--- src/shared/cocl_pkg.sv ---
package cocl_pkg;

  // Register numbers carried in the address field of a write.
  localparam logic [3:0] REG_CH_FIRST = 4'h0;
  localparam logic [3:0] REG_CH_LAST = 4'h7;
  localparam logic [3:0] REG_BOOST = 4'h9;
  localparam logic [3:0] REG_GLOBAL = 4'hE;

  // Field positions inside a channel register.
  localparam int SOFT_RESET_BIT = 31;
  localparam int PATH_HI = 18;
  localparam int PATH_LO = 17;
  localparam int EN_BIT = 16;
  localparam int DIV_HI = 15;
  localparam int DIV_LO = 8;
  localparam int DLY_HI = 7;
  localparam int DLY_LO = 4;

  // Field positions inside the boost and global registers.
  localparam int BOOST_BIT = 16;
  localparam int SRC_BIT = 29;
  localparam int GEN_BIT = 27;
  localparam int SLEEP_BIT = 26;

  // Fixed patterns the host writes around the configurable fields.
  localparam logic [31:0] BOOST_FIXED = 32'h0002_2A09;
  localparam logic [31:0] GLOBAL_FIXED = 32'h4000_000E;

  // Values after reset.
  localparam logic [1:0] PATH_RST = 2'h0;
  localparam logic [7:0] DIV_RST = 8'h01;
  localparam logic [3:0] DLY_RST = 4'h0;
  localparam logic EN_RST = 1'b0;
  localparam logic GEN_RST = 1'b1;
  localparam logic SLEEP_RST = 1'b0;
  localparam logic SRC_RST = 1'b0;
  localparam logic BOOST_RST = 1'b0;

  // Path modes.
  typedef enum logic [1:0] {
    COCL_BYPASS = 2'h0,
    COCL_DIVIDE = 2'h1,
    COCL_DELAY = 2'h2,
    COCL_DIV_DLY = 2'h3
  } cocl_path_t;

  // Fixed latencies in ps and the delay step in ps.
  localparam int LAT_DIV_PS = 100;
  localparam int LAT_DLY_PS = 400;
  localparam int LAT_DIV_DLY_PS = 500;
  localparam int DLY_STEP_PS = 150;

endpackage : cocl_pkg

--- src/shared/cocl_if.sv ---
`timescale 1ns/1ps
// Write-only configuration link: one 32-bit word plus a register number per strobe.
interface cocl_if;
  logic wr_stb;
  logic [3:0] wr_reg;
  logic [31:0] wr_data;
  logic sync_pulse;

  modport dev (input wr_stb, input wr_reg, input wr_data, input sync_pulse);
  modport host (output wr_stb, output wr_reg, output wr_data, output sync_pulse);
endinterface : cocl_if

--- src/cocl_dev.sv ---
`timescale 1ns/1ps
// Overview of operation
// - Soft reset bit restores all defaults, self-clears.
// - Soft reset write ignores other fields.
// - Host keeps soft reset bit zero normally.
// - Path select: bypass, divide, delay, both.
// - Modes add 0/100/400/500 ps latency.
// - Divider active only in divide modes.
// - Divide ratio is twice code; zero invalid.
// - Host pulses sync after writing dividers.
// - Delay active only in delay modes.
// - Delay is 150 ps per code step.
// - Output needs enable, global enable, gate high.
// - Global enable zero disables all outputs.
// - Power-down overrides everything.
// - Source bit zero picks second input.
// - Boost bit sets boost on all outputs.
// - Host writes boost register with fixed bits.
// - Host writes global register with fixed pattern.
// - Channel fields at 18:17, 16, 15:8, 7:4.
// - Soft reset at bit 31 of channel zero.
// - Global fields at bits 29, 27, 26.
module cocl_dev #(
  parameter int NCH = 8
) (
  input wire logic core_clk,
  input wire logic rst_n,
  cocl_if.dev link,
  input wire logic first_ref_input,
  input wire logic second_ref_input,
  input wire logic output_gate_pin,
  output logic [NCH-1:0] clk_out,
  output logic [NCH-1:0] chan_active,
  output logic [NCH-1:0][1:0] chan_path,
  output logic [NCH-1:0][3:0] chan_delay,
  output logic [NCH-1:0][9:0] chan_latency_tenps,
  output logic swing_boost,
  output logic device_asleep,
  output logic source_sel
);

  logic [NCH-1:0][1:0] channel_path_select_r;
  logic [NCH-1:0][7:0] channel_divide_code_r;
  logic [NCH-1:0][3:0] channel_delay_code_r;
  logic [NCH-1:0] channel_output_enable_r;
  logic all_outputs_enable_r;
  logic full_device_sleep_r;
  logic input_source_pick_r;
  logic boost_r;
  logic soft_rst;
  logic ref_clk;
  logic sync_d_r;

  // Active divide modes and delay modes, decoded once.
  function automatic logic uses_div(input logic [1:0] p);
    uses_div = p[0];
  endfunction : uses_div

  function automatic logic uses_dly(input logic [1:0] p);
    uses_dly = p[1];
  endfunction : uses_dly

  // Fixed latency in units of 10 ps for a path and delay code.
  function automatic logic [9:0] latency(input logic [1:0] p, input logic [3:0] d);
    logic [9:0] l;
    l = 10'h000;
    unique case (cocl_pkg::cocl_path_t'(p))
      cocl_pkg::COCL_BYPASS: l = 10'h000;
      cocl_pkg::COCL_DIVIDE: l = 10'(cocl_pkg::LAT_DIV_PS / 10);
      cocl_pkg::COCL_DELAY: l = 10'(cocl_pkg::LAT_DLY_PS / 10 + (cocl_pkg::DLY_STEP_PS / 10) * d);
      cocl_pkg::COCL_DIV_DLY: l = 10'(cocl_pkg::LAT_DIV_DLY_PS / 10 + (cocl_pkg::DLY_STEP_PS / 10) * d);
    endcase
    latency = l;
  endfunction : latency

  ////////////////////////////////////////////////////////////////////////////
  // A channel zero write with bit 31 set acts as a soft reset.
  assign soft_rst = link.wr_stb && link.wr_reg == cocl_pkg::REG_CH_FIRST
                    && link.wr_data[cocl_pkg::SOFT_RESET_BIT];

  // Input clock selection.
  assign ref_clk = input_source_pick_r ? first_ref_input : second_ref_input;

  ////////////////////////////////////////////////////////////////////////////
  // Global and boost registers.
  always_ff @(posedge core_clk)
  begin
    if (!rst_n || soft_rst)
    begin
      all_outputs_enable_r <= cocl_pkg::GEN_RST;
      full_device_sleep_r <= cocl_pkg::SLEEP_RST;
      input_source_pick_r <= cocl_pkg::SRC_RST;
      boost_r <= cocl_pkg::BOOST_RST;
    end
    else if (link.wr_stb && link.wr_reg == cocl_pkg::REG_GLOBAL)
    begin
      all_outputs_enable_r <= link.wr_data[cocl_pkg::GEN_BIT];
      full_device_sleep_r <= link.wr_data[cocl_pkg::SLEEP_BIT];
      input_source_pick_r <= link.wr_data[cocl_pkg::SRC_BIT];
    end
    else if (link.wr_stb && link.wr_reg == cocl_pkg::REG_BOOST)
      boost_r <= link.wr_data[cocl_pkg::BOOST_BIT];
  end

  // Sync edge shared by all dividers.
  always_ff @(posedge core_clk)
  begin
    if (!rst_n)
      sync_d_r <= 1'b0;
    else
      sync_d_r <= link.sync_pulse;
  end

  ////////////////////////////////////////////////////////////////////////////
  // Per-channel registers, dividers and output gating.
  for (genvar i = 0; i < NCH; i++)
  begin : g_ch
    logic [8:0] cnt_r;
    logic [7:0] div_live_r;
    logic half_r;
    logic out_r;
    logic en_now;
    logic src_bit;

    // Channel register; soft reset ignores the rest of the word.
    always_ff @(posedge core_clk)
    begin
      if (!rst_n || soft_rst)
      begin
        channel_path_select_r[i] <= cocl_pkg::PATH_RST;
        channel_output_enable_r[i] <= cocl_pkg::EN_RST;
        channel_divide_code_r[i] <= cocl_pkg::DIV_RST;
        channel_delay_code_r[i] <= cocl_pkg::DLY_RST;
      end
      else if (link.wr_stb && link.wr_reg == 4'(i))
      begin
        channel_path_select_r[i] <= link.wr_data[cocl_pkg::PATH_HI:cocl_pkg::PATH_LO];
        channel_output_enable_r[i] <= link.wr_data[cocl_pkg::EN_BIT];
        if (link.wr_data[cocl_pkg::DIV_HI:cocl_pkg::DIV_LO] != 8'h00) // Zero code rejected.
          channel_divide_code_r[i] <= link.wr_data[cocl_pkg::DIV_HI:cocl_pkg::DIV_LO];
        channel_delay_code_r[i] <= link.wr_data[cocl_pkg::DLY_HI:cocl_pkg::DLY_LO];
      end
    end

    // Half-period counter of length code, toggling gives ratio twice the code.
    // New codes load only at a half-period end so no runt pulse appears.
    always_ff @(posedge core_clk)
    begin
      if (!rst_n || sync_d_r)
      begin
        cnt_r <= 9'h001;
        half_r <= 1'b0;
        div_live_r <= cocl_pkg::DIV_RST;
      end
      else if (cnt_r >= {1'b0, div_live_r})
      begin
        cnt_r <= 9'h001;
        half_r <= ~half_r;
        div_live_r <= channel_divide_code_r[i];
      end
      else
        cnt_r <= 9'(cnt_r + 9'h001);
    end

    assign en_now = channel_output_enable_r[i] && all_outputs_enable_r && output_gate_pin
                    && !full_device_sleep_r;
    assign src_bit = uses_div(channel_path_select_r[i]) ? half_r : ref_clk;

    // Registered outputs.
    always_ff @(posedge core_clk)
    begin
      if (!rst_n)
      begin
        out_r <= 1'b0;
        chan_active[i] <= 1'b0;
        chan_path[i] <= cocl_pkg::PATH_RST;
        chan_delay[i] <= cocl_pkg::DLY_RST;
        chan_latency_tenps[i] <= 10'h000;
      end
      else
      begin
        out_r <= en_now & src_bit;
        chan_active[i] <= en_now;
        chan_path[i] <= channel_path_select_r[i];
        chan_delay[i] <= uses_dly(channel_path_select_r[i]) ? channel_delay_code_r[i] : 4'h0;
        chan_latency_tenps[i] <= latency(channel_path_select_r[i], channel_delay_code_r[i]);
      end
    end

    assign clk_out[i] = out_r;
  end

  // Device-wide status outputs.
  always_ff @(posedge core_clk)
  begin
    if (!rst_n)
    begin
      swing_boost <= 1'b0;
      device_asleep <= 1'b0;
      source_sel <= 1'b0;
    end
    else
    begin
      swing_boost <= boost_r && !full_device_sleep_r;
      device_asleep <= full_device_sleep_r;
      source_sel <= input_source_pick_r;
    end
  end

endmodule : cocl_dev

--- src/flat_wrapper.sv ---
// flat-port wrapper written by rule: the top's interface ports become plain ports
module cocl_dev_flat 
#(
  parameter int NCH = 8
)
  (core_clk, rst_n, first_ref_input, second_ref_input, output_gate_pin, clk_out, chan_active, chan_path, chan_delay, chan_latency_tenps, swing_boost, device_asleep, source_sel, link_wr_stb, link_wr_reg, link_wr_data, link_sync_pulse);
  cocl_if link_i ();
  input wire logic core_clk;
  input wire logic rst_n;
  input wire logic first_ref_input;
  input wire logic second_ref_input;
  input wire logic output_gate_pin;
  output logic [NCH-1:0] clk_out;
  output logic [NCH-1:0] chan_active;
  output logic [NCH-1:0][1:0] chan_path;
  output logic [NCH-1:0][3:0] chan_delay;
  output logic [NCH-1:0][9:0] chan_latency_tenps;
  output logic swing_boost;
  output logic device_asleep;
  output logic source_sel;
  input wire logic [$bits(link_i.wr_stb)-1:0] link_wr_stb;
  input wire logic [$bits(link_i.wr_reg)-1:0] link_wr_reg;
  input wire logic [$bits(link_i.wr_data)-1:0] link_wr_data;
  input wire logic [$bits(link_i.sync_pulse)-1:0] link_sync_pulse;
  assign link_i.wr_stb = link_wr_stb;
  assign link_i.wr_reg = link_wr_reg;
  assign link_i.wr_data = link_wr_data;
  assign link_i.sync_pulse = link_sync_pulse;
  cocl_dev #(.NCH(NCH)) u_core (.core_clk(core_clk), .rst_n(rst_n), .link(link_i), .first_ref_input(first_ref_input), .second_ref_input(second_ref_input), .output_gate_pin(output_gate_pin), .clk_out(clk_out), .chan_active(chan_active), .chan_path(chan_path), .chan_delay(chan_delay), .chan_latency_tenps(chan_latency_tenps), .swing_boost(swing_boost), .device_asleep(device_asleep), .source_sel(source_sel));
endmodule
--- config.mk ---
export PLATFORM = sky130hd
export DESIGN_NAME = cocl_dev_flat
export DESIGN_NICKNAME = d
export VERILOG_FILES = /design/src/shared/cocl_pkg.sv /design/src/shared/cocl_if.sv /design/src/cocl_dev.sv /design/src/flat_wrapper.sv
export SDC_FILE = /design/constraint.sdc
export NUM_CORES = 1
export LEC_CHECK = 0
export ABC_CLOCK_PERIOD_IN_PS = 4200
export BUFFER_PORTS_ARGS = -buffer_cell sky130_fd_sc_hd__buf_2
export CORE_UTILIZATION = 60
export CTS_CLUSTER_DIAMETER = 40
export CTS_CLUSTER_SIZE = 16
export DETAILED_ROUTE_END_ITERATION = 10
export PLACE_DENSITY = 0.81
export SKIP_CTS_REPAIR_TIMING = 1
export SYNTH_ARGS = -nofsm -noshare
export SYNTH_HDL_FRONTEND = slang
export SYNTH_SLANG_ARGS = --single-unit
--- constraint.sdc ---
create_clock -name core_clk -period 4.2 [get_ports core_clk]
set_input_delay 1.26 -clock core_clk [delete_from_list [all_inputs] [get_ports core_clk]]
set_output_delay 1.26 -clock core_clk [all_outputs]
set_load 0.01 [all_outputs]
==> metrics.txt, run 1 <==
Tot Pwr=9.14 mW; global-route wire length before repair=77100 um; internal power=6.87 mW; PortBufs=168; P_leak=10.3 nW; IO Count=190; startpoint types=flop; core area=0.0328 mm^2; HPWL after DPL=31800 um; placed cells=2775; CP Class=flop to flop; ANT nets after route=0; wire per inst=16.5 um; Netlist cell types=50; Placed Area=0.0213 mm^2; Area growth, synth to finish=14.9%; Comb power frac=4.5%; met3 GRT Util=5.17%; Post-synth EDFFs=0; Top cell by count, worst path=fa_1; MaxCap Viol Count=0; worst rel slew slack=37.9%; Worst R2R Start=u_core.channel_delay_code_r[6]; status=completed; Clock Latency Late Sink=0.58 ns; Routed WL=47500 um; die width=185 um; Final Max Slew Viols=0; initial antenna violation count=8; crit end category=flop; Total Die Area=0.0344 mm^2; GRT busiest layer=met2; fin area=0.0232 mm^2; Die Ht=185 um; largest net degree at the start of global routing=80; Max VDD drop=428 uV; CP Data Arrival Time=4.17 ns; Clock Skew=0.0220 ns; worst-margin pin slew=0.932 ns; CP Launch Point=u_core.channel_delay_code_r[6]; # fillers=2380; placer congestion estimate=0.929; Mapped Cells=2247; worst hold start=u_core.g_ch[2].cnt_r[0]; async set-or-reset flop fraction in the synthesized netlist=0%; CTS tree=done; CP max stage delay=0.58 ns; CP Buf/Inv Count=1; top_reg_cell synth=dfxtp_1; Initial DRT Pass Iterations=5; clk slew on worst S/H paths=0.06 ns; Row Count=66; detailed-route via count=16200; Remaining DRCs=0; Yosys Warn Count=0; Clock power frac=52.4%; setup TNS=0 ns; CTS Root Cell=clkbuf_16; sequential power share=43.1%; post-layout min period=3.72 ns; sequential-to-total area share from yosys stat=40.5%; cells along the critical path=fa_1 > fa_1 > inv_1 > fa_1 > xor2_1 > ha_1 > nand2_1 > a31oi_1 > a21oi_1 > nor3_1 > mux2_2; fin crit share=88.5%; syn_area_per_cell=8.99 um^2; Worst EP required=4.65 ns; most common cell after layout, fill and taps aside=dfxtp_1; delay-heaviest family, CP=adder cells; share of cells above drive strength 1=12.6%; Hold Fails Final Rpt=0; pwr/cell area=394 mW/mm^2; switching portion of total power=24.9%; Yosys top cell by area=dfxtp_1; CTS H-Tree Depth=2; met2 GRT Util=48.3%; class of the worst hold path=flop to flop; CP max stage cell=fa_1; vias in the first global route=15900; post-synth top area share=40.5%; Bufs on Longest Clock Path=3; Area contributors post-synth=dfxtp_1 40%, ha_1 12%, nand2_1 6.7%; RSZ-0062 raised after global routing=no; crit-path max FO=6; Via density=5.63; gr ovfl total=0; CTS sink cnt=408; NetSw=2.28 mW; Initial Util=61.6%; overall routing resource usage=27.7%; commonest cells after routing, fill and taps aside=408 x dfxtp_1, 362 x nand2_1, 186 x ha_1, 168 x buf_2, 157 x inv_1; final cell count without fillers=2879; number of CTS-inserted buffers=53; Synth Register Bits=408; final setup violation count=0; Synth Cell Area=0.0202 mm^2; Peak Freq=269 MHz; Layout Nets=2649; DRT iter0 DRCs=1016; met1 GRT Util=33.9%
[Yosys cell counts (all sizes together) (23+ instances only)]
library cell and count:
mux2i 120, o21ai 55, buf 51, nand2 363, nor2 116, nand2b 24
dfxtp 408, inv 157, nor3 26, clkbuf 54, and2 42, nor2b 26
and3 112, ha 186, fa 32, a21oi 126, a22oi 23, nand3 59
xnor2 62
[sequential cells by signal, indices dropped and copies added (netlist names), 16 cells and up]
register / flops
u_core.chan_delay: 32
u_core.chan_latency_tenps: 72
u_core.chan_path: 16
u_core.channel_delay_code_r: 32
u_core.channel_divide_code_r: 64
u_core.channel_path_select_r: 16
u_core.g_ch.cnt_r: 72
u_core.g_ch.div_live_r: 64
[path summary, 6_finish.rpt]
path	endpoint	slack, ns	depth (start not counted)
max reg2reg	u_core.chan_latency_tenps[17]	0.48	11
min	u_core.g_ch[2].cnt_r[0]	0.43	1
max	u_core.chan_latency_tenps[17]	0.48	11
min reg2reg	u_core.g_ch[2].cnt_r[0]	0.43	1
[power by group through the flow]
stage | clock, mW | sequential (mW) | combinational (mW)
6_report | 4.79 | 3.94 | 0.409
5_1_grt | 5.01 | 3.95 | 0.446
4_1_cts | 4.84 | 3.94 | 0.404
3_5_place_dp | 0 | 4.03 | 0.397
3_3_place_gp | 0 | 4.03 | 0.382
2_1_floorplan | 0 | 4.02 | 0.295
[stage by stage]
step,hold slack [ns],setup WS [ns],util (%)
after floorplan,0.398,0.819,-
after global placement,0.411,0.649,64.8
after detailed placement,0.415,0.489,64.8
after CTS,0.436,0.476,70.7
after global routing,0.450,0.213,70.8
final,0.434,0.483,70.8
[metal layers]
layer	wire, um	part of all wire, %	vias up
met1	19900	42	7739
met4	1450	3.0	4
li1	-	-	7867
met2	23100	49	477
met5	22	0.046	-
met3	3020	6.3	127
[cell type report]
| type | count | area [um^2] | share of cell area, % |
|---|---|---|---|
| antenna | 5 | 12.5 | 0.0539 |
| clock buffer | 60 | 1440 | 6.19 |
| clock inverter | 39 | 493 | 2.13 |
| inverter | 157 | 589 | 2.54 |
| multi-input combinational | 1584 | 11000 | 47.2 |
| sequential | 408 | 8170 | 35.2 |
| tap | 442 | 553 | 2.38 |
| timing repair buffer | 184 | 986 | 4.25 |
[logic make-up (layout without fill, tap and decap cells)]
logic type | count (synthesis) | count (layout) | synth area share (%)
fa+ha+maj | 218 | 218 | 14.7
xor+xnor | 80 | 80 | 3.47
flops | 408 | 408 | 40.5
buf+inv | 262 | 440 | 5.45
simple gates | 835 | 835 | 19.9
mux | 127 | 127 | 6.34
other cells | 1 | 13 | 0.0186
compound gates | 316 | 316 | 9.71
Power figures use the tool's default switching activity.
==> inputs of run 2 (changes only) <==
--- a/config.mk
+++ b/config.mk
@@ -11,7 +11,8 @@
 export CTS_CLUSTER_DIAMETER = 40
 export CTS_CLUSTER_SIZE = 16
 export DETAILED_ROUTE_END_ITERATION = 10
-export PLACE_DENSITY = 0.81
+export GPL_TIMING_DRIVEN = 0
+export PLACE_DENSITY = 0.92
 export SKIP_CTS_REPAIR_TIMING = 1
 export SYNTH_ARGS = -nofsm -noshare
 export SYNTH_HDL_FRONTEND = slang
==> run 2 against run 1 <==
Register-to-register slack worse by 0.19 ns. Clock-buffer cell count fell by 6. Critical endpoint is now u_core.chan_latency_tenps[37]. Sequential power barely moved. Worst hold slack better by 0.0036 ns. Fmax fell by 4.8%. Via count grew 7.1%. Non-clock buffer count rose by 73. First-iteration DRC count increased by 58%. Design area is 0.13% higher. Global-route usage rose by 4.3 points. Sequential share of layout area about the same. Clock power down 9.0%.
==> metrics.txt, run 2 (same netlist as run 1, synthesis figures left out) <==
ANT nets after route=0; MaxCap Viol Count=0; post-layout min period=3.90 ns; CTS tree=done; CP Data Arrival Time=4.35 ns; Peak Freq=256 MHz; overall routing resource usage=32.0%; Placed Area=0.0215 mm^2; startpoint types=flop; most common cell after layout, fill and taps aside=dfxtp_1; Comb power frac=5.2%; worst-margin pin slew=1.29 ns; wire per inst=18.7 um; worst slack, placed=0.464 ns; final setup violation count=0; Max VDD drop=327 uV; Row Count=66; global-route wire length before repair=86900 um; crit end category=flop; crit-path max FO=6; # fillers=2155; DRT iter0 DRCs=1602; fin crit share=92.9%; sequential power share=45.0%; P_leak=10.4 nW; NetSw=2.19 mW; Fin Hold WS=0.438 ns; Final Max Slew Viols=0; CTS sink cnt=408; Area growth, synth to finish=15.1%; PnR worst setup slack=0.298 ns; class of the worst hold path=flop to flop; largest net degree at the start of global routing=17; IO Count=190; Bufs on Longest Clock Path=3; PortBufs=152; CTS Root Cell=clkbuf_16; Initial DRT Pass Iterations=6; Clock Skew=0.0230 ns; Routed WL=54900 um; internal power=6.58 mW; Initial Util=61.6%; fin area=0.0232 mm^2; clk slew on worst S/H paths=0.07 ns; Worst EP required=4.64 ns; CP Class=flop to flop; Layout Nets=2716; RSZ-0062 raised after global routing=no; Die Ht=185 um; detailed-route via count=17400; share of cells above drive strength 1=12.4%; Clock power frac=49.8%; pwr/cell area=377 mW/mm^2; die width=185 um; core area=0.0328 mm^2; worst rel slew slack=11.4%; Total Die Area=0.0344 mm^2; initial antenna violation count=8; CTS H-Tree Depth=2; gr ovfl total=0; commonest cells after routing, fill and taps aside=408 x dfxtp_1, 362 x nand2_1, 186 x ha_1, 179 x buf_2, 157 x inv_1; Hold Fails Final Rpt=0; Finished Core Util=70.9%; Clock Latency Late Sink=0.57 ns; biggest registers after layout=u_core.chan_latency_tenps x72, u_core.g_ch.cnt_r x72; vias in the first global route=17200; Remaining DRCs=0; Via density=5.90; switching portion of total power=24.9%; setup TNS=0 ns; HPWL after DPL=38800 um; number of CTS-inserted buffers=47; status=completed; placer congestion estimate=0.963
## run 2: cell count changes in the layout (fill, tap and decap cells not counted), sizes merged
cell / change
buf: +19
inv: -5
clkbuf: +48
diode: +4
clkinv: +1
clkinvlp: -3
## run 2: critical path, stage by stage, from the launching register on
cell and delay [ns]:
dfxtp_1 0.54, fa_1 0.53, fa_1 0.55, inv_1 0.07, fa_1 0.45, xor2_1 0.43
ha_1 0.24, nand2_1 0.05, a31oi_1 0.21, a21oi_1 0.10, nor3_1 0.23, mux2_2 0.38
## run 2: final cells by class
type                    count  area (um^2)  share of cell area (%)
clock buffers              54         1280                    5.53
flip-flops and latches    408         8170                    35.2
well taps                 442          553                    2.38
inverters                 157          589                    2.54
repair buffers            152          761                    3.27
plain buffers             105          510                    2.20
multi-input cells        1584        10900                    47.1
clock inverters            32          392                    1.69
diodes                      9         22.5                  0.0970
## run 2: layer usage
layer  GRT usage, %  routed length, um  share of wire [%]  vias to the layer above
met5              0                 13              0.024                        -
met1           37.5              20600                 38                     8222
met3           7.65               5330                9.7                      259
met2           53.7              25900                 47                      866
li1               -                  -                  -                     8014
met4           17.9               3070                5.6                        2
## run 2: metrics by stage
stage               cells  power, mW
finish               2943       8.77
global placement     2848       4.44
global route         2938       8.98
detailed placement   2848       4.46
CTS                  2934       8.76
floorplan            2254       4.31
## run 2: power groups by stage
stage                     Clock, mW  Combinational (mW)  Sequential (mW)
after detailed placement          0               0.435             4.03
after global placement            0               0.415             4.03
after CTS                      4.37               0.444             3.94
after global routing           4.54               0.489             3.95
final                          4.36               0.459             3.95
after floorplan                   0               0.295             4.02
## run 2: final timing paths
kind	from	cells past startpoint	slack, ns	to
worst max-delay path	u_core.channel_delay_code_r[15]	11	0.30	u_core.chan_latency_tenps[37]
worst min-delay path	u_core.g_ch[3].cnt_r[0]	1	0.44	u_core.g_ch[3].cnt_r[0]
worst max register to register	u_core.channel_delay_code_r[15]	11	0.30	u_core.chan_latency_tenps[37]
worst min register to register	u_core.g_ch[3].cnt_r[0]	1	0.44	u_core.g_ch[3].cnt_r[0]
